<file path="config.mk">
export PLATFORM = sky130hd
export DESIGN_NAME = cab_core
export DESIGN_NICKNAME = d
export VERILOG_FILES = /design/src/logic/cab_pkg.sv /design/src/logic/cab_addsub8.sv /design/src/logic/cab_core.sv /design/src/logic/cab_io_bit.sv
export VERILOG_INCLUDE_DIRS = /design/src /design/src/logic
export SDC_FILE = /design/constraint.sdc
export NUM_CORES = 1
export LEC_CHECK = 0
export ABC_AREA = 1
export BUFFER_PORTS_ARGS = -buffer_cell sky130_fd_sc_hd__buf_2
export CAP_MARGIN = 10
export CORE_MARGIN = 4
export CORE_UTILIZATION = 55
export DETAILED_ROUTE_END_ITERATION = 12
export PLACE_DENSITY = 0.83
export SLEW_MARGIN = 20
export SYNTH_ARGS = -nofsm -noshare
export SYNTH_HDL_FRONTEND = slang
export SYNTH_SLANG_ARGS = --single-unit
</file>
<file path="constraint.sdc">
create_clock -name clk_i -period 4.7 [get_ports clk_i]
set_input_delay 0.94 -clock clk_i [delete_from_list [all_inputs] [get_ports clk_i]]
set_output_delay 0.94 -clock clk_i [all_outputs]
set_load 0.02 [all_outputs]
</file>
<file path="src/logic/cab_defines.svh">
/*
 * Numeric constants of the ALU and program flow block: flag positions,
 * cycle counts, address limits and fixed operand values.
 * Assumes inclusion by bare name from the design files.
 */
`ifndef CAB_DEFINES_SVH
`define CAB_DEFINES_SVH

// ----------------------------------------------------------------------
// status flag positions
// ----------------------------------------------------------------------
`define CAB_FLAG_C 0
`define CAB_FLAG_Z 1
`define CAB_FLAG_N 2
`define CAB_FLAG_V 3
`define CAB_FLAG_S 4
`define CAB_FLAG_H 5
`define CAB_FLAG_T 6
`define CAB_FLAG_I 7

// ----------------------------------------------------------------------
// cycles per instruction
// ----------------------------------------------------------------------
`define CAB_CLK_ONE   3'h1
`define CAB_CLK_TWO   3'h2
`define CAB_CLK_THREE 3'h3
`define CAB_CLK_FOUR  3'h4
`define CAB_CLK_NONE  3'h0

// ----------------------------------------------------------------------
// operand and address constants
// ----------------------------------------------------------------------
`define CAB_BYTE_ONES 8'hFF
`define CAB_BYTE_ZERO 8'h00
`define CAB_BYTE_ONE  8'h01
`define CAB_BYTE_MINN 8'h80
`define CAB_BYTE_MAXP 8'h7F
`define CAB_IO_BIT_LAST 6'h1F
`define CAB_IO_ADDR_ZERO 6'h00
`define CAB_PC_STEP   16'h0001
`define CAB_SKIP_ONE  16'h0002
`define CAB_SKIP_TWO  16'h0003
`define CAB_WORD_ZERO 16'h0000

`endif

</file>
<file path="src/logic/cab_pkg.sv">
/*
 * Types of the ALU and program flow block: the instruction selector.
 * Assumes nothing beyond a SystemVerilog compiler.
 */
package cab_pkg;

	typedef enum logic [5:0] {
		CAB_OP_SUM              = 6'b000000,
		CAB_OP_SUM_CARRY        = 6'b000001,
		CAB_OP_WORD_SUM_IMM     = 6'b000010,
		CAB_OP_DIFFERENCE       = 6'b000011,
		CAB_OP_DIFFERENCE_IMM   = 6'b000100,
		CAB_OP_DIFF_BORROW      = 6'b000101,
		CAB_OP_DIFF_BORROW_IMM  = 6'b000110,
		CAB_OP_WORD_DIFF_IMM    = 6'b000111,
		CAB_OP_CONJUNCTION      = 6'b001000,
		CAB_OP_CONJUNCTION_IMM  = 6'b001001,
		CAB_OP_DISJUNCTION      = 6'b001010,
		CAB_OP_DISJUNCTION_IMM  = 6'b001011,
		CAB_OP_EXCL_DISJUNCTION = 6'b001100,
		CAB_OP_ONES_INVERSION   = 6'b001101,
		CAB_OP_TWOS_INVERSION   = 6'b001110,
		CAB_OP_BITS_SET_MASK    = 6'b001111,
		CAB_OP_BITS_CLEAR_MASK  = 6'b010000,
		CAB_OP_PLUS_ONE         = 6'b010001,
		CAB_OP_MINUS_ONE        = 6'b010010,
		CAB_OP_ZERO_SIGN_CHECK  = 6'b010011,
		CAB_OP_REGISTER_ZEROING = 6'b010100,
		CAB_OP_REGISTER_ALL_ONES = 6'b010101,
		CAB_OP_REL_BRANCH       = 6'b010110,
		CAB_OP_POINTER_BRANCH   = 6'b010111,
		CAB_OP_REL_SUB_ENTRY    = 6'b011000,
		CAB_OP_PTR_SUB_ENTRY    = 6'b011001,
		CAB_OP_SUBROUTINE_EXIT  = 6'b011010,
		CAB_OP_HANDLER_EXIT     = 6'b011011,
		CAB_OP_EQUAL_SKIP       = 6'b011100,
		CAB_OP_IO_BIT_SET       = 6'b011101,
		CAB_OP_IO_BIT_CLEAR     = 6'b011110,
		CAB_OP_IO_BIT_HIGH_SKIP = 6'b011111,
		CAB_OP_IO_BIT_LOW_SKIP  = 6'b100000
	} cab_op_t;

endpackage
</file>
<file path="src/logic/cab_addsub8.sv">
/*
 * Eight-bit adder and subtractor with carry or borrow in, giving the
 * result and the half-carry, overflow and carry flags.
 * Assumes operands are stable while the core samples the outputs.
 */
`timescale 1ns/1ps
`default_nettype none

module cab_addsub8 (
	input  wire logic       sub_i,
	input  wire logic [7:0] a_i,
	input  wire logic [7:0] b_i,
	input  wire logic       cin_i,
	output logic      [7:0] res_o,
	output logic            half_o,
	output logic            ovf_o,
	output logic            carry_o
);

	wire logic [8:0] full_add;
	wire logic [8:0] full_sub;
	wire logic [4:0] low_add;
	wire logic [4:0] low_sub;

	assign full_add = {1'b0, a_i} + {1'b0, b_i} + {8'h00, cin_i};
	assign full_sub = {1'b0, a_i} - {1'b0, b_i} - {8'h00, cin_i};
	assign low_add  = {1'b0, a_i[3:0]} + {1'b0, b_i[3:0]} + {4'h0, cin_i};
	assign low_sub  = {1'b0, a_i[3:0]} - {1'b0, b_i[3:0]} - {4'h0, cin_i};

	assign res_o   = sub_i ? full_sub[7:0] : full_add[7:0];
	assign carry_o = sub_i ? full_sub[8] : full_add[8];
	assign half_o  = sub_i ? low_sub[4] : low_add[4];
	// signed overflow: operand signs versus result sign
	assign ovf_o   = sub_i
		? (a_i[7] & ~b_i[7] & ~res_o[7]) | (~a_i[7] & b_i[7] & res_o[7])
		: (a_i[7] & b_i[7] & ~res_o[7]) | (~a_i[7] & ~b_i[7] & res_o[7]);

endmodule // cab_addsub8

`default_nettype wire

</file>
<file path="src/logic/cab_core.sv">
/*
 * Execution unit for arithmetic, logic, word arithmetic, program flow
 * and single-bit I/O instructions of an 8-bit core.
 * Assumes the surroundings hold the register file, stack and I/O space,
 * present operands with start_i and apply results while done_o is high.
 */
// Overview of operation
// RULE1: software writes reserved bits as zero
// RULE2: software never writes reserved I/O addresses
// RULE3: bit set/clear only at I/O 0x00-0x1F
// RULE4: bit test and skip in low range
// RULE5: bit set/clear writes only addressed bit
// RULE6: add with carry, five flags, one clock
// RULE7: word add immediate, sign flags, two clocks
// RULE8: word subtract immediate, two clocks
// RULE9: subtract with borrow, both forms, one clock
// RULE10: subtract constant, five flags, one clock
// RULE11: logic ops keep carry and half-carry
// RULE12: set bits by OR mask, one clock
// RULE13: clear bits by AND inverse mask
// RULE14: test ANDs register with itself, flags only
// RULE15: pointer jump loads PC from Z, two clocks
// RULE16: pointer call saves return, three clocks
// RULE17: equal skip advances PC two or three
// RULE18: ones and twos inversion, one clock
// RULE19: increment/decrement keep carry, one clock
// RULE20: relative jump/call to PC plus offset plus one
// RULE21: returns restore PC in four clocks
`timescale 1ns/1ps
`default_nettype none
`include "cab_defines.svh"

module cab_core (
	input  wire logic             clk_i,
	input  wire logic             sys_rst_i,
	input  wire logic             start_i,
	input  wire cab_pkg::cab_op_t op_i,
	input  wire logic [7:0]       rd_i,
	input  wire logic [7:0]       rr_i,
	input  wire logic [7:0]       imm_i,
	input  wire logic [15:0]      pair_i,
	input  wire logic [5:0]       word_imm_i,
	input  wire logic [7:0]       sreg_i,
	input  wire logic [15:0]      pc_i,
	input  wire logic [15:0]      z_i,
	input  wire logic [11:0]      offset_i,
	input  wire logic             next_two_word_i,
	input  wire logic [15:0]      stack_data_i,
	input  wire logic [5:0]       io_addr_i,
	input  wire logic [2:0]       io_bit_i,
	input  wire logic [7:0]       io_rdata_i,
	output logic                  ready_o,
	output logic                  done_o,
	output logic [7:0]            rd_data_o,
	output logic                  rd_we_o,
	output logic [15:0]           pair_data_o,
	output logic                  pair_we_o,
	output logic [7:0]            sreg_o,
	output logic [15:0]           pc_o,
	output logic                  stack_push_o,
	output logic                  stack_pop_o,
	output logic [15:0]           push_data_o,
	output logic                  io_we_o,
	output logic [5:0]            io_addr_o,
	output logic [7:0]            io_wmask_o,
	output logic [7:0]            io_wdata_o,
	output logic                  io_refused_o
);
	import cab_pkg::*;

	// ------------------------------------------------------------------
	// operand selection and arithmetic units
	// ------------------------------------------------------------------
	wire logic       as_sub;
	wire logic       as_imm;
	wire logic       as_cin;
	wire logic [7:0] as_a;
	wire logic [7:0] as_b;
	wire logic [7:0] as_res;
	wire logic       as_h;
	wire logic       as_v;
	wire logic       as_c;
	wire logic       io_ok;
	wire logic [7:0] io_mask;
	wire logic       io_val;
	wire logic       take;

	assign take   = start_i & ready_o;
	assign as_sub = (op_i != CAB_OP_SUM) & (op_i != CAB_OP_SUM_CARRY);
	assign as_imm = (op_i == CAB_OP_DIFFERENCE_IMM)
		| (op_i == CAB_OP_DIFF_BORROW_IMM);
	assign as_cin = ((op_i == CAB_OP_SUM_CARRY) | (op_i == CAB_OP_DIFF_BORROW)
		| (op_i == CAB_OP_DIFF_BORROW_IMM)) & sreg_i[`CAB_FLAG_C];
	assign as_a   = (op_i == CAB_OP_TWOS_INVERSION) ? `CAB_BYTE_ZERO : rd_i;
	assign as_b   = (op_i == CAB_OP_TWOS_INVERSION) ? rd_i
		: (as_imm ? imm_i : rr_i);

	cab_addsub8 i_cab_addsub8 (
		.sub_i   (as_sub),
		.a_i     (as_a),
		.b_i     (as_b),
		.cin_i   (as_cin),
		.res_o   (as_res),
		.half_o  (as_h),
		.ovf_o   (as_v),
		.carry_o (as_c)
	);

	cab_io_bit i_cab_io_bit (
		.addr_i     (io_addr_i),
		.bit_i      (io_bit_i),
		.rdata_i    (io_rdata_i),
		.in_range_o (io_ok),
		.mask_o     (io_mask),
		.bit_val_o  (io_val)
	);

	// ------------------------------------------------------------------
	// word arithmetic and program counter targets
	// ------------------------------------------------------------------
	wire logic        w_sub;
	wire logic [15:0] w_res;
	wire logic        w_v;
	wire logic        w_c;
	wire logic [15:0] pc_next;
	wire logic [15:0] pc_rel;
	wire logic [15:0] pc_skip;
	wire logic [2:0]  clk_skip;
	wire logic        io_hit;

	assign w_sub   = op_i == CAB_OP_WORD_DIFF_IMM;
	assign w_res   = w_sub ? pair_i - {10'h000, word_imm_i}
		: pair_i + {10'h000, word_imm_i};
	assign w_v     = w_sub ? (pair_i[15] & ~w_res[15])
		: (~pair_i[15] & w_res[15]);
	assign w_c     = w_sub ? (w_res[15] & ~pair_i[15])
		: (~w_res[15] & pair_i[15]);
	assign pc_next = pc_i + `CAB_PC_STEP;
	assign pc_rel  = pc_next + {{4{offset_i[11]}}, offset_i}; // RULE20
	assign pc_skip = pc_i + (next_two_word_i ? `CAB_SKIP_TWO : `CAB_SKIP_ONE);
	assign clk_skip = next_two_word_i ? `CAB_CLK_THREE : `CAB_CLK_TWO;
	assign io_hit  = io_ok & ((op_i == CAB_OP_IO_BIT_HIGH_SKIP) ? io_val
		: ~io_val); // RULE4

	// ------------------------------------------------------------------
	// result selection
	// ------------------------------------------------------------------
	logic [7:0]  res_d;
	logic        we_d;
	logic        pair_we_d;
	logic [7:0]  sreg_d;
	logic [15:0] pc_d;
	logic [2:0]  clk_d;
	logic        push_d;
	logic        pop_d;
	logic        io_we_d;
	logic        refused_d;
	logic [7:0]  lg;

	always_comb
	begin
		res_d = rd_i;
		we_d = 1'b0;
		pair_we_d = 1'b0;
		sreg_d = sreg_i;
		pc_d = pc_next;
		clk_d = `CAB_CLK_ONE;
		push_d = 1'b0;
		pop_d = 1'b0;
		io_we_d = 1'b0;
		refused_d = 1'b0;
		lg = rd_i;
		case (op_i)
		CAB_OP_SUM, CAB_OP_SUM_CARRY, CAB_OP_DIFFERENCE,
		CAB_OP_DIFFERENCE_IMM, CAB_OP_DIFF_BORROW, CAB_OP_DIFF_BORROW_IMM,
		CAB_OP_TWOS_INVERSION:
		begin
			res_d = as_res; // RULE6 RULE9 RULE10
			we_d = 1'b1;
			sreg_d[`CAB_FLAG_H] = as_h;
			sreg_d[`CAB_FLAG_V] = as_v;
			sreg_d[`CAB_FLAG_C] = as_c; // RULE18
		end
		CAB_OP_WORD_SUM_IMM, CAB_OP_WORD_DIFF_IMM:
		begin
			pair_we_d = 1'b1; // RULE7 RULE8
			clk_d = `CAB_CLK_TWO;
			sreg_d[`CAB_FLAG_V] = w_v;
			sreg_d[`CAB_FLAG_C] = w_c;
			sreg_d[`CAB_FLAG_S] = w_res[15] ^ w_v;
		end
		CAB_OP_CONJUNCTION, CAB_OP_ZERO_SIGN_CHECK:
		begin
			// test ands the destination with itself
			lg = rd_i & ((op_i == CAB_OP_ZERO_SIGN_CHECK) ? rd_i : rr_i); // RULE14
			sreg_d[`CAB_FLAG_V] = 1'b0;
			we_d = 1'b1;
		end
		CAB_OP_CONJUNCTION_IMM:
		begin
			lg = rd_i & imm_i;
			sreg_d[`CAB_FLAG_V] = 1'b0;
			we_d = 1'b1;
		end
		CAB_OP_DISJUNCTION:
		begin
			lg = rd_i | rr_i;
			sreg_d[`CAB_FLAG_V] = 1'b0;
			we_d = 1'b1;
		end
		CAB_OP_DISJUNCTION_IMM, CAB_OP_BITS_SET_MASK:
		begin
			lg = rd_i | imm_i; // RULE12
			sreg_d[`CAB_FLAG_V] = 1'b0;
			we_d = 1'b1;
		end
		CAB_OP_EXCL_DISJUNCTION:
		begin
			lg = rd_i ^ rr_i;
			sreg_d[`CAB_FLAG_V] = 1'b0;
			we_d = 1'b1;
		end
		CAB_OP_BITS_CLEAR_MASK:
		begin
			lg = rd_i & (`CAB_BYTE_ONES - imm_i); // RULE13
			sreg_d[`CAB_FLAG_V] = 1'b0;
			we_d = 1'b1;
		end
		CAB_OP_REGISTER_ZEROING:
		begin
			lg = rd_i ^ rd_i;
			sreg_d[`CAB_FLAG_V] = 1'b0;
			we_d = 1'b1;
		end
		CAB_OP_ONES_INVERSION:
		begin
			lg = `CAB_BYTE_ONES - rd_i; // RULE18
			sreg_d[`CAB_FLAG_V] = 1'b0;
			sreg_d[`CAB_FLAG_C] = 1'b1;
			we_d = 1'b1;
		end
		CAB_OP_PLUS_ONE:
		begin
			lg = rd_i + `CAB_BYTE_ONE; // RULE19
			sreg_d[`CAB_FLAG_V] = rd_i == `CAB_BYTE_MAXP;
			we_d = 1'b1;
		end
		CAB_OP_MINUS_ONE:
		begin
			lg = rd_i - `CAB_BYTE_ONE; // RULE19
			sreg_d[`CAB_FLAG_V] = rd_i == `CAB_BYTE_MINN;
			we_d = 1'b1;
		end
		CAB_OP_REGISTER_ALL_ONES:
		begin
			res_d = `CAB_BYTE_ONES;
			we_d = 1'b1;
		end
		CAB_OP_REL_BRANCH:
		begin
			pc_d = pc_rel;
			clk_d = `CAB_CLK_TWO;
		end
		CAB_OP_REL_SUB_ENTRY:
		begin
			pc_d = pc_rel;
			push_d = 1'b1;
			clk_d = `CAB_CLK_THREE;
		end
		CAB_OP_POINTER_BRANCH:
		begin
			pc_d = z_i; // RULE15
			clk_d = `CAB_CLK_TWO;
		end
		CAB_OP_PTR_SUB_ENTRY:
		begin
			pc_d = z_i; // RULE16
			push_d = 1'b1;
			clk_d = `CAB_CLK_THREE;
		end
		CAB_OP_SUBROUTINE_EXIT, CAB_OP_HANDLER_EXIT:
		begin
			pc_d = stack_data_i; // RULE21
			pop_d = 1'b1;
			clk_d = `CAB_CLK_FOUR;
			if (op_i == CAB_OP_HANDLER_EXIT)
				sreg_d[`CAB_FLAG_I] = 1'b1;
		end
		CAB_OP_EQUAL_SKIP:
		begin
			if (rd_i == rr_i)
			begin
				pc_d = pc_skip; // RULE17
				clk_d = clk_skip;
			end
		end
		CAB_OP_IO_BIT_SET, CAB_OP_IO_BIT_CLEAR:
		begin
			io_we_d = io_ok; // RULE3
			refused_d = ~io_ok;
			clk_d = `CAB_CLK_TWO;
		end
		CAB_OP_IO_BIT_HIGH_SKIP, CAB_OP_IO_BIT_LOW_SKIP:
		begin
			refused_d = ~io_ok;
			if (io_hit)
			begin
				pc_d = pc_skip; // RULE4
				clk_d = clk_skip;
			end
		end
		default:
		begin
			refused_d = 1'b1;
		end
		endcase
		if (we_d & (op_i != CAB_OP_REGISTER_ALL_ONES) & (res_d == rd_i))
			res_d = lg;
		if (we_d & (op_i != CAB_OP_REGISTER_ALL_ONES))
		begin
			sreg_d[`CAB_FLAG_Z] = res_d == `CAB_BYTE_ZERO;
			sreg_d[`CAB_FLAG_N] = res_d[7];
		end
		if (pair_we_d)
		begin
			sreg_d[`CAB_FLAG_Z] = w_res == `CAB_WORD_ZERO;
			sreg_d[`CAB_FLAG_N] = w_res[15];
		end
		if (op_i == CAB_OP_ZERO_SIGN_CHECK)
			we_d = 1'b0; // RULE14
	end

	// ------------------------------------------------------------------
	// result registers and cycle count
	// ------------------------------------------------------------------
	logic [2:0]  remain_q;
	logic [7:0]  res_q;
	logic        we_q;
	logic [15:0] pair_q;
	logic        pair_we_q;
	logic [7:0]  sreg_q;
	logic [15:0] pc_q;
	logic        push_q;
	logic        pop_q;
	logic [15:0] push_data_q;
	logic        io_we_q;
	logic [5:0]  io_addr_q;
	logic [7:0]  io_mask_q;
	logic [7:0]  io_data_q;
	logic        refused_q;

	always_ff @(posedge clk_i)
	begin
		if (sys_rst_i)
		begin
			remain_q <= `CAB_CLK_NONE;
			res_q <= `CAB_BYTE_ZERO;
			we_q <= 1'b0;
			pair_q <= `CAB_WORD_ZERO;
			pair_we_q <= 1'b0;
			sreg_q <= `CAB_BYTE_ZERO;
			pc_q <= `CAB_WORD_ZERO;
			push_q <= 1'b0;
			pop_q <= 1'b0;
			push_data_q <= `CAB_WORD_ZERO;
			io_we_q <= 1'b0;
			io_addr_q <= `CAB_IO_ADDR_ZERO;
			io_mask_q <= `CAB_BYTE_ZERO;
			io_data_q <= `CAB_BYTE_ZERO;
			refused_q <= 1'b0;
		end
		else if (take)
		begin
			remain_q <= clk_d;
			res_q <= res_d;
			we_q <= we_d;
			pair_q <= w_res;
			pair_we_q <= pair_we_d;
			sreg_q <= sreg_d;
			pc_q <= pc_d;
			push_q <= push_d;
			pop_q <= pop_d;
			push_data_q <= pc_next; // RULE16 RULE20
			io_we_q <= io_we_d;
			io_addr_q <= io_addr_i;
			io_mask_q <= io_mask; // RULE5
			io_data_q <= (op_i == CAB_OP_IO_BIT_SET) ? io_mask
				: `CAB_BYTE_ZERO;
			refused_q <= refused_d;
		end
		else if (remain_q != `CAB_CLK_NONE)
			remain_q <= remain_q - `CAB_CLK_ONE;
	end

	// ------------------------------------------------------------------
	// outputs: strobes only while done_o
	// ------------------------------------------------------------------
	assign done_o       = remain_q == `CAB_CLK_ONE;
	assign ready_o      = remain_q <= `CAB_CLK_ONE;
	assign rd_data_o    = res_q;
	assign rd_we_o      = done_o & we_q;
	assign pair_data_o  = pair_q;
	assign pair_we_o    = done_o & pair_we_q;
	assign sreg_o       = sreg_q;
	assign pc_o         = pc_q;
	assign stack_push_o = done_o & push_q;
	assign stack_pop_o  = done_o & pop_q;
	assign push_data_o  = push_data_q;
	assign io_we_o      = done_o & io_we_q;
	assign io_addr_o    = io_addr_q;
	assign io_wmask_o   = io_mask_q;
	assign io_wdata_o   = io_data_q;
	assign io_refused_o = done_o & refused_q;
endmodule // cab_core

`default_nettype wire

</file>
<file path="src/logic/cab_io_bit.sv">
/*
 * Single-bit access decode for the low I/O range: range check, one-hot
 * write lane and the value of the addressed bit.
 * Assumes rdata_i holds the I/O register at addr_i.
 */
`timescale 1ns/1ps
`default_nettype none
`include "cab_defines.svh"

module cab_io_bit (
	input  wire logic [5:0] addr_i,
	input  wire logic [2:0] bit_i,
	input  wire logic [7:0] rdata_i,
	output logic            in_range_o,
	output logic      [7:0] mask_o,
	output logic            bit_val_o
);

	assign in_range_o = addr_i <= `CAB_IO_BIT_LAST; // RULE3
	assign mask_o     = `CAB_BYTE_ONE << bit_i; // RULE5
	assign bit_val_o  = rdata_i[bit_i]; // RULE4

endmodule // cab_io_bit

`default_nettype wire

</file>
Word-level counts from Yosys, hierarchy flattened:

Index checks and enable logic that the tools add are counted.

* bits in registers: 95
* input bits: 141
* output and inout port bits: 94
* logic and storage cells: 182

* $add $sub $neg: 18
* $lt $le $gt $ge: 3
* equality and inequality tests: 39
* shift-type cells: 1
* muxes and demuxes: 43
* bitwise operators: 42
* reduce and logical (&&, ||, !) cells: 21

Operators with widths (count)
* 6-bit by 5-bit equality test with 1-bit output, second input constant: 16
* 16-bit one-hot mux with 5 select lines: 1
* 8-bit one-hot mux with 10 select lines: 1
* 8-bit 2-to-1 mux: 7
* 6-bit by 4-bit equality test with 1-bit output, second input constant: 8
* 16-bit 2-to-1 mux: 3
* 29-bit OR reduction: 1
* 8-bit bitwise AND: 3
* 6-bit by 3-bit equality test with 1-bit output, second input constant: 4
* 1-bit bitwise AND: 22
* 20-bit OR reduction: 1
* 1-bit 2-to-1 mux: 19
* 2-bit OR reduction: 9
* 16-bit by 1-bit adder with 16-bit output, second input constant: 1
* 16-bit adder: 1
* 16-bit by 2-bit adder with 16-bit output: 1
* 16-bit by 6-bit adder with 16-bit output: 1
* 8-bit equality test: 2
* 16-bit zero test: 1
* 8-bit OR: 2
* 8-bit one-hot mux with 2 select lines: 1
* 16-bit by 6-bit subtractor with 16-bit output: 1
* 8-bit subtractor, first input constant: 2
* 8-bit XOR: 2
* 42 further kinds: 57

Logic depth before layout (Yosys ltp):

Gate-level depths: netlist (run 1).

* depth in word-level cells: 14
* mapped depth: 33
* gate-level depth less buffers: 33

Modules after synthesis:

From an unflattened synthesis (run 1), not the netlist that was laid out.

* cell total of the unflattened synthesis: 1578
* area, all modules: 9706.8 µm²

By module, submodules not included
* cab_core: instances 1, cells each 1362, area each 8485.6 µm², sequential area each 1901.8 µm²
* cab_addsub8: instances 1, cells each 179, area each 1082.3 µm², sequential area each 0.0 µm²
* cab_io_bit: instances 1, cells each 37, area each 138.9 µm², sequential area each 0.0 µm²

Worst setup path after synthesis (run 1):

No wires, ideal clock.

* path type: input to register
* start point: in op_i[4]
* end point: reg sreg_q[1] (netlist: sreg_o[1])
* library setup time: 0.109 ns
* arrival time: 4.182 ns
* data required time: 4.591 ns
* slack: 0.409 ns
* stages: 27
* path buffers: 1
* cell sequence: nor2_4 -> nand3_2 -> clkbuf_1 -> o211ai_1 -> o21ai_0 -> fa_1 -> fa_1 -> inv_1 -> nand3_1 -> nand3_1 -> nand3_1 -> nand4_1 -> nand2_1 -> nor2_1 -> nand2_1 -> nor2_2 -> nand3_4 -> nor2_8 -> o21ai_1 -> o21ai_0 -> nor2_1 -> nand3_1 -> nand2_1 -> nand2_1 -> nand3_1 -> nand2_1 -> inv_1

* cells in the longest elaborated chain, start to end: 14
* elaborated cells on any way between the ends: 58
* classes of those cells: 4 x add/sub; 24 x eq/ne; 13 x mux; 8 x bitwise; 9 x reduce/logical

Ends and longest elaborated chain
* from (decl): RTL line cab_core.sv:37 `input wire cab_pkg::cab_op_t op_i,`
* 6-bit by 3-bit equality test with 1-bit output (on tied branches)
* 1-bit OR: RTL line cab_core.sv:91 `| (op_i == CAB_OP_DIFF_BORROW_IMM);`
* 8-bit 2-to-1 mux: RTL line cab_core.sv:96 `: (as_imm ? imm_i : rr_i);`
* 8-bit 2-to-1 mux: RTL line cab_core.sv:95 `assign as_b = (op_i == CAB_OP_TWOS_INVERSION) ? rd_i`
* 8-bit by 8-bit adder with 9-bit output or 8-bit by 8-bit subtractor with 9-bit output (tied branches): RTL line cab_addsub8.sv:25, cab_addsub8.sv:26
* 9-bit by 1-bit adder with 9-bit output or 9-bit by 1-bit subtractor with 9-bit output (tied branches): RTL line cab_addsub8.sv:25, cab_addsub8.sv:26
* 8-bit 2-to-1 mux: RTL line cab_addsub8.sv:30 `assign res_o = sub_i ? full_sub[7:0] : full_add[7:0];`
* 8-bit one-hot mux with 2 select lines: RTL line cab_core.sv:173 `case (op_i)`
* 8-bit equality test: RTL line cab_core.sv:317 `if (we_d & (op_i != CAB_OP_REGISTER_ALL_ONES) & (res_d == rd_i))`
* 1-bit bitwise AND: RTL line cab_core.sv:317
* 8-bit 2-to-1 mux: RTL line cab_core.sv:317
* 8-bit zero test (no line)
* 2-bit 2-to-1 mux: RTL line cab_core.sv:319 `if (we_d & (op_i != CAB_OP_REGISTER_ALL_ONES))`
* 2-bit 2-to-1 mux *: RTL line cab_core.sv:324 `if (pair_we_d)`
* to (signal assigned): RTL line cab_core.sv:361 `` sreg_q <= `CAB_BYTE_ZERO; ``
* to (signal assigned): RTL line cab_core.sv:379 `sreg_q <= sreg_d;`
* to (decl): RTL line cab_core.sv:341 `logic [7:0] sreg_q;`

Mark *: on every way between the ends. The rest lies on a longest branch, timed or not.
A chain may end at the register's enable or synchronous reset.

Final worst setup path (run 1):

* start point: in op_i[3]
* end point: reg sreg_q[1] (netlist: sreg_o[1])

Same word-level chain as after synthesis.

==> impl_metrics.ini, run 1 <==
[sta]
post-route-period-util = 0.917
finalSetupViolations = 0
setup_tns_ns = 0
whs_ns = 0.462
rsz0062_at_grt = false
max_freq_mhz = 232
slew_viol_final = 0
max_slew_margin = 0.401
timing.final.crit_period_ns = 4.31
worst_slew_pin_slew_ns = 0.897
skew_ns = 0.0107
hold_violations = 0

[logic_synthesis]
synth_cell_types = 55
synth_mux_area_frac = 0
synthArstFlopShare = 0
synth_top_family_by_area = simple AND/OR/NAND/NOR gates
syn_area_per_cell_um2 = 6.22
synth_compound_area_frac = 0.224
yosysSeqAreaShare = 0.204
synth_xor_xnor_area_share = 0.0536
synthCells = 1496
synthAdderAreaFrac = 0.102
syn_area_um2 = 9310
synth_simple_gate_area_frac = 0.306
synth_edf_count = 0
synth_fp_nets = 1709
ys_warn_count = 0
ys_ff_latch = 95
ys.flop_type = dfxtp_1

[finish]
nets = 1941
layout-drive-gt1-share = 0.197
ff_latch_area_um2 = 1900
multiInputGateArea_um2 = 6430
final_cells = 1952
syn2layout_area_growth_pct = 19.8
nFillCells = 1555
diodes = 0

[route]
drc = 0
wl_per_cell_um = 17.7
dr.pass1.iters = 7
wl_um = 34500
vias_per_cell = 5.76
vias = 11200
drtIter0Drc = 796
detail-route-antenna-nets = 0

[floorplanning]
io_pins = 235
core_area_um2 = 16600
die-area_um2 = 19100
die_h_um = 138
die_w_um = 138
rows = 47
start_util = 0.561

[outcome]
status = complete, no violations

[worst_setup_path]
path_common_cell = nand2_1
crit_fanout = 21
arrival_ns = 4.61
start_kind = input pin
rrSetupSlack_ns = 2.17
r2r-start = remain_q[1]
cp-endpoint = sreg_o[1]
crit_required_ns = 5.00
critPathSlowestCell = o21ai_0
startpoint = op_i[3]
worstSetupEndpointType = flop
path_class = in2reg
r2r-end = pair_data_o[6]
rr_worst_depth = 11
cpPeakStageDelay_ns = 0.41

[placement]
dp_hpwl_um = 27900
io_buffers = 234
gp_congestion = 1.08
dp_cells = 1936

[clock_network]
clk_path_buf_depth = 2
cts_inserted_buffers = 9
post_cts.repair.setup_buffers = 0
worstSkewPairLatency_ns = 0.36
htreeDepth = 3
clk_pin_slew_ns = 0.07
cts_tree = built
cts_num_sinks = 95
cts_root_buf = clkbuf_16

[pwr]
ir_drop_mv = 0.670
power.leakage_nw = 5.84
p_per_area_nw_per_um2 = 353

[worst_hold_path]
hold_class = reg2reg

[global_route]
grt_pass1_vias = 10700
antenna_found_initial = 1
grt_max_degree = 75
grt_pass1_wl_um = 54700
grt.total_usage = 0.347
grt_overflow = 0

[job]
drv_cap = 0
-- cells in the mapped netlist, types with 4 or more instances --
cell type / number / share of area
nand4_1: 20 / 0.013
ha_1: 65 / 0.087
nand3_1: 100 / 0.054
fa_1: 7 / 0.015
nand2_2: 9 / 0.0060
o31ai_1: 5 / 0.0040
dfxtp_1: 95 / 0.20
o2111ai_1: 6 / 0.0056
or2_2: 8 / 0.0054
buf_2: 4 / 0.0022
a21oi_1: 115 / 0.062
xor2_1: 43 / 0.040
nor3_1: 25 / 0.013
nand3_2: 7 / 0.0075
o21ai_1: 4 / 0.0022
a41oi_1: 6 / 0.0056
a211oi_1: 7 / 0.0056
o221ai_1: 4 / 0.0038
o21ai_0: 130 / 0.070
o21bai_1: 5 / 0.0040
a22oi_1: 17 / 0.014
clkbuf_1: 39 / 0.016
inv_1: 201 / 0.081
o211ai_1: 28 / 0.023
inv_2: 9 / 0.0036
nand2_1: 308 / 0.12
a221oi_1: 5 / 0.0047
nor2_1: 153 / 0.062
xnor2_1: 14 / 0.013
a31oi_1: 13 / 0.0087
nor2_2: 7 / 0.0047
-- through the flow --
step,setup slack (ns),utilization,area [µm²],total power [mW]
2_1_floorplan,0.409,-,9310,2.47
3_3_place_gp,0.107,0.652,10800,3.10
3_5_place_dp,0.0117,0.652,10800,3.15
4_1_cts,0.369,0.671,11100,3.91
5_1_grt,0.0445,0.673,11200,4.20
6_report,0.390,0.673,11200,3.93
-- flip-flops by register name (all words and copies together) (netlist names), 3 cells and up --
signal       count
pair_data_o     16
io_wmask_o       8
pc_o            16
push_data_o     16
io_addr_o        6
sreg_o           8
remain_q         3
rd_data_o        8
io_wdata_o       8
-- layout make-up --
class / instances / share of cell area
flip-flops and latches: 95 / 0.170
well taps: 220 / 0.0247
inverters: 213 / 0.0718
repair buffers: 269 / 0.130
multi-input cells: 1140 / 0.576
clock buffers: 9 / 0.0202
clock inverters: 6 / 0.00695
-- placed cells by master (no fill, tap or decap), drive strengths merged, types with 2 or more instances in the layout --
cell       n
a211oi     7
nand3    109
a31oi     13
nor4       3
xnor2     14
o211ai    28
o21bai     5
fa         7
nor3      25
buf      269
or2        8
o31ai      5
nor2     165
o21ai    134
o2111ai    6
clkinv     4
ha        65
inv      213
a22oi     17
clkbuf     9
a41oi      6
nand4     20
o221ai     4
a21oi    116
xor2      43
nand3b     2
dfxtp     95
a221oi     5
o22ai      3
o21a       2
nand2    318
-- timing repair --
item,CTS,global route
hold endpoints to repair,0,0
hold buffers,0,0
endpoints found under the setup margin,0,2
resized for setup,0,10
-- layer usage --
metal | track usage | part of all wire | wire length (µm)
met5 | 0 | 0.00038 | 13
met4 | 0.190 | 0.058 | 1990
met3 | 0.0570 | 0.074 | 2540
met2 | 0.591 | 0.47 | 16200
met1 | 0.418 | 0.40 | 13700
-- critical path, delay by kind of cell --
family | cells | cell delay [ns]
buffers and inverters | 5 | 0.56
AO/OA/AOI/OAI | 1 | 0.41
AND/OR/NAND/NOR | 23 | 2.05
adder cells (fa/ha/maj) | 2 | 0.63
-- where the power goes --
group          total (mW)  internal [mW]  switching (mW)
Clock               0.772          0.420           0.352
Combinational        1.99          0.642            1.35
Sequential           1.17           1.05           0.127
-- how the worst min path moves through the flow --
stage                          endpoint  cells after the start     startpoint
after global placement        pair_we_q                      2      pair_we_q
after floorplan                 io_we_q                      2        io_we_q
after CTS                     sreg_o[0]                      2      sreg_o[0]
after global routing      io_wdata_o[0]                      2  io_wdata_o[0]
after detailed placement  io_wmask_o[2]                      2  io_wmask_o[2]
final                         sreg_o[0]                      2      sreg_o[0]
-- cell families (layout without fill, tap and decap cells) --
kind of cell | after synthesis | count (layout)
XOR/XNOR | 57 | 57
flip-flops | 95 | 95
AND/OR/NAND/NOR | 651 | 652
buffers and inverters | 262 | 497
adder cells (fa/ha/maj) | 72 | 72
AO/OA/AOI/OAI | 359 | 359
(Power assumes the default switching activity.)
==> inputs of run 2 (changes only) <==
--- a/config.mk
+++ b/config.mk
@@ -10,9 +10,9 @@
 export BUFFER_PORTS_ARGS = -buffer_cell sky130_fd_sc_hd__buf_2
 export CAP_MARGIN = 10
 export CORE_MARGIN = 4
-export CORE_UTILIZATION = 55
+export CORE_UTILIZATION = 49
 export DETAILED_ROUTE_END_ITERATION = 12
-export PLACE_DENSITY = 0.83
+export PLACE_DENSITY = 0.76
 export SLEW_MARGIN = 20
 export SYNTH_ARGS = -nofsm -noshare
 export SYNTH_HDL_FRONTEND = slang
==> constraint.sdc (replaced) <==
create_clock -name clk_i -period 4.3 [get_ports clk_i]
set_input_delay 0.86 -clock clk_i [delete_from_list [all_inputs] [get_ports clk_i]]
set_output_delay 0.86 -clock clk_i [all_outputs]
set_load 0.02 [all_outputs]
==> impl_metrics.ini, run 2 (same netlist as run 1, synthesis figures left out) <==
[sta]
timing.final.crit_period_ns = 4.11
finalSetupViolations = 0
skew_ns = 0.0133
whs_ns = 0.456
rsz0062_at_grt = true
max_freq_mhz = 243
worst_slew_pin_slew_ns = 0.763
max_slew_margin = 0.491
post-route-period-util = 0.957
hold_violations = 0
slew_viol_final = 0
setup_tns_ns = 0

[clock_network]
cts_tree = built
htreeDepth = 3
hold_buffers = 0
cts_root_buf = clkbuf_16
cts_inserted_buffers = 9
clk_pin_slew_ns = 0.07
worstSkewPairLatency_ns = 0.36
cts_num_sinks = 95
clk_path_buf_depth = 2

[floorplanning]
rows = 50
io_pins = 235
core_area_um2 = 18700
die_w_um = 146
die-area_um2 = 21300
start_util = 0.498
die_h_um = 146

[route]
detail-route-antenna-nets = 0
wl_um = 33500
vias_per_cell = 5.49
vias = 11200
wl_per_cell_um = 16.4
dr.pass1.iters = 5
drtIter0Drc = 634
drc = 0

[worst_setup_path]
crit_required_ns = 4.56
arrival_ns = 4.37
crit_fanout = 3
rr_worst_depth = 10
worstSetupEndpointType = flop
path_class = in2reg
start_kind = input pin

[pwr]
p_per_area_nw_per_um2 = 374
power.leakage_nw = 6.19
ir_drop_mv = 0.209

[finish]
diodes = 0
syn2layout_area_growth_pct = 26.7
layout_common_cells = 305 x nand2_1, 234 x buf_2, 199 x inv_1
final_util = 0.631
nets = 2012
final_common_cell = nand2_1
layout-drive-gt1-share = 0.236

[global_route]
grt_max_degree = 75
antenna_found_initial = 0
grt_pass1_vias = 10500
grt.total_usage = 0.304
grt_overflow = 0
grt_pass1_wl_um = 53300

[placement]
io_buffers = 234
gp_congestion = 1.04
dp_hpwl_um = 27200

[outcome]
status = complete, no violations

[job]
drv_cap = 0

[worst_hold_path]
hold_class = reg2reg
min_path_cells = 2
run 2: cell count changes in the layout (fill, tap and decap cells not counted), sizes merged:
cell      change
buf          +71
clkinv        +2
inv           -2
clkinvlp      +1
run 2: worst max-delay path, stage by stage:
cell	delay, ns
buf_2	0.12
inv_2	0.07
nor2_4	0.04
buf_4	0.14
inv_1	0.08
buf_4	0.12
nor2_1	0.04
nand2_1	0.17
inv_1	0.10
or2_2	0.29
xor2_1	0.15
ha_1	0.32
buf_4	0.14
a21oi_1	0.06
o21bai_1	0.26
a21oi_1	0.14
o21ai_0	0.25
a21oi_1	0.10
o21ai_0	0.19
xor2_1	0.31
nor2_1	0.09
nand4_1	0.11
nand3_1	0.09
nand2_1	0.08
inv_1	0.04
run 2: per-stage QoR:
stage | power (mW) | instance area (µm²) | setup slack [ns] | cells
global route | 4.72 | 11800 | -0.0525 | 2038
detailed placement | 3.50 | 11300 | -0.188 | 2020
global placement | 3.47 | 11300 | -0.107 | 2020
floorplan | 2.70 | 9310 | 0.0894 | 1496
finish | 4.41 | 11800 | 0.187 | 2038
CTS | 4.38 | 11700 | 0.158 | 2036
run 2: per-layer routing:
layer / track usage / share of wire / vias to the layer above
li1: - / - / 5608
met1: 0.392 / 0.42 / 5037
met2: 0.518 / 0.47 / 466
met3: 0.0430 / 0.075 / 70
met4: 0.106 / 0.033 / 0
met5: 0 / 0 / -
run 2: path summary, 6_finish.rpt:
check | startpoint | end | slack, ns
setup / recovery | op_i[2] | sreg_o[1] | 0.19
hold / removal | io_we_q | io_we_q | 0.46
setup reg to reg | remain_q[1] | remain_q[1] | 1.71
hold reg to reg | io_we_q | io_we_q | 0.46
run 2: timing repair:
item	4_1_cts	5_1_grt
resized for setup	0	28
setup buffers	0	1
setup endpoints to repair	0	10
run 2: power by group:
group          internal, mW  switching, mW  leakage [nW]
sequential             1.14          0.130         0.781
combinational         0.783           1.48          5.26
clock                 0.466          0.407         0.148
run 2: cell type report:
type,count,area [µm²]
Clock buffer,9,225
Clock inverter,7,92.6
Fill cell,1812,6910
Inverter,213,802
Multi-Input combinational cell,1140,6500
Sequential cell,95,1900
Tap cell,234,293
Timing Repair Buffer,340,1970
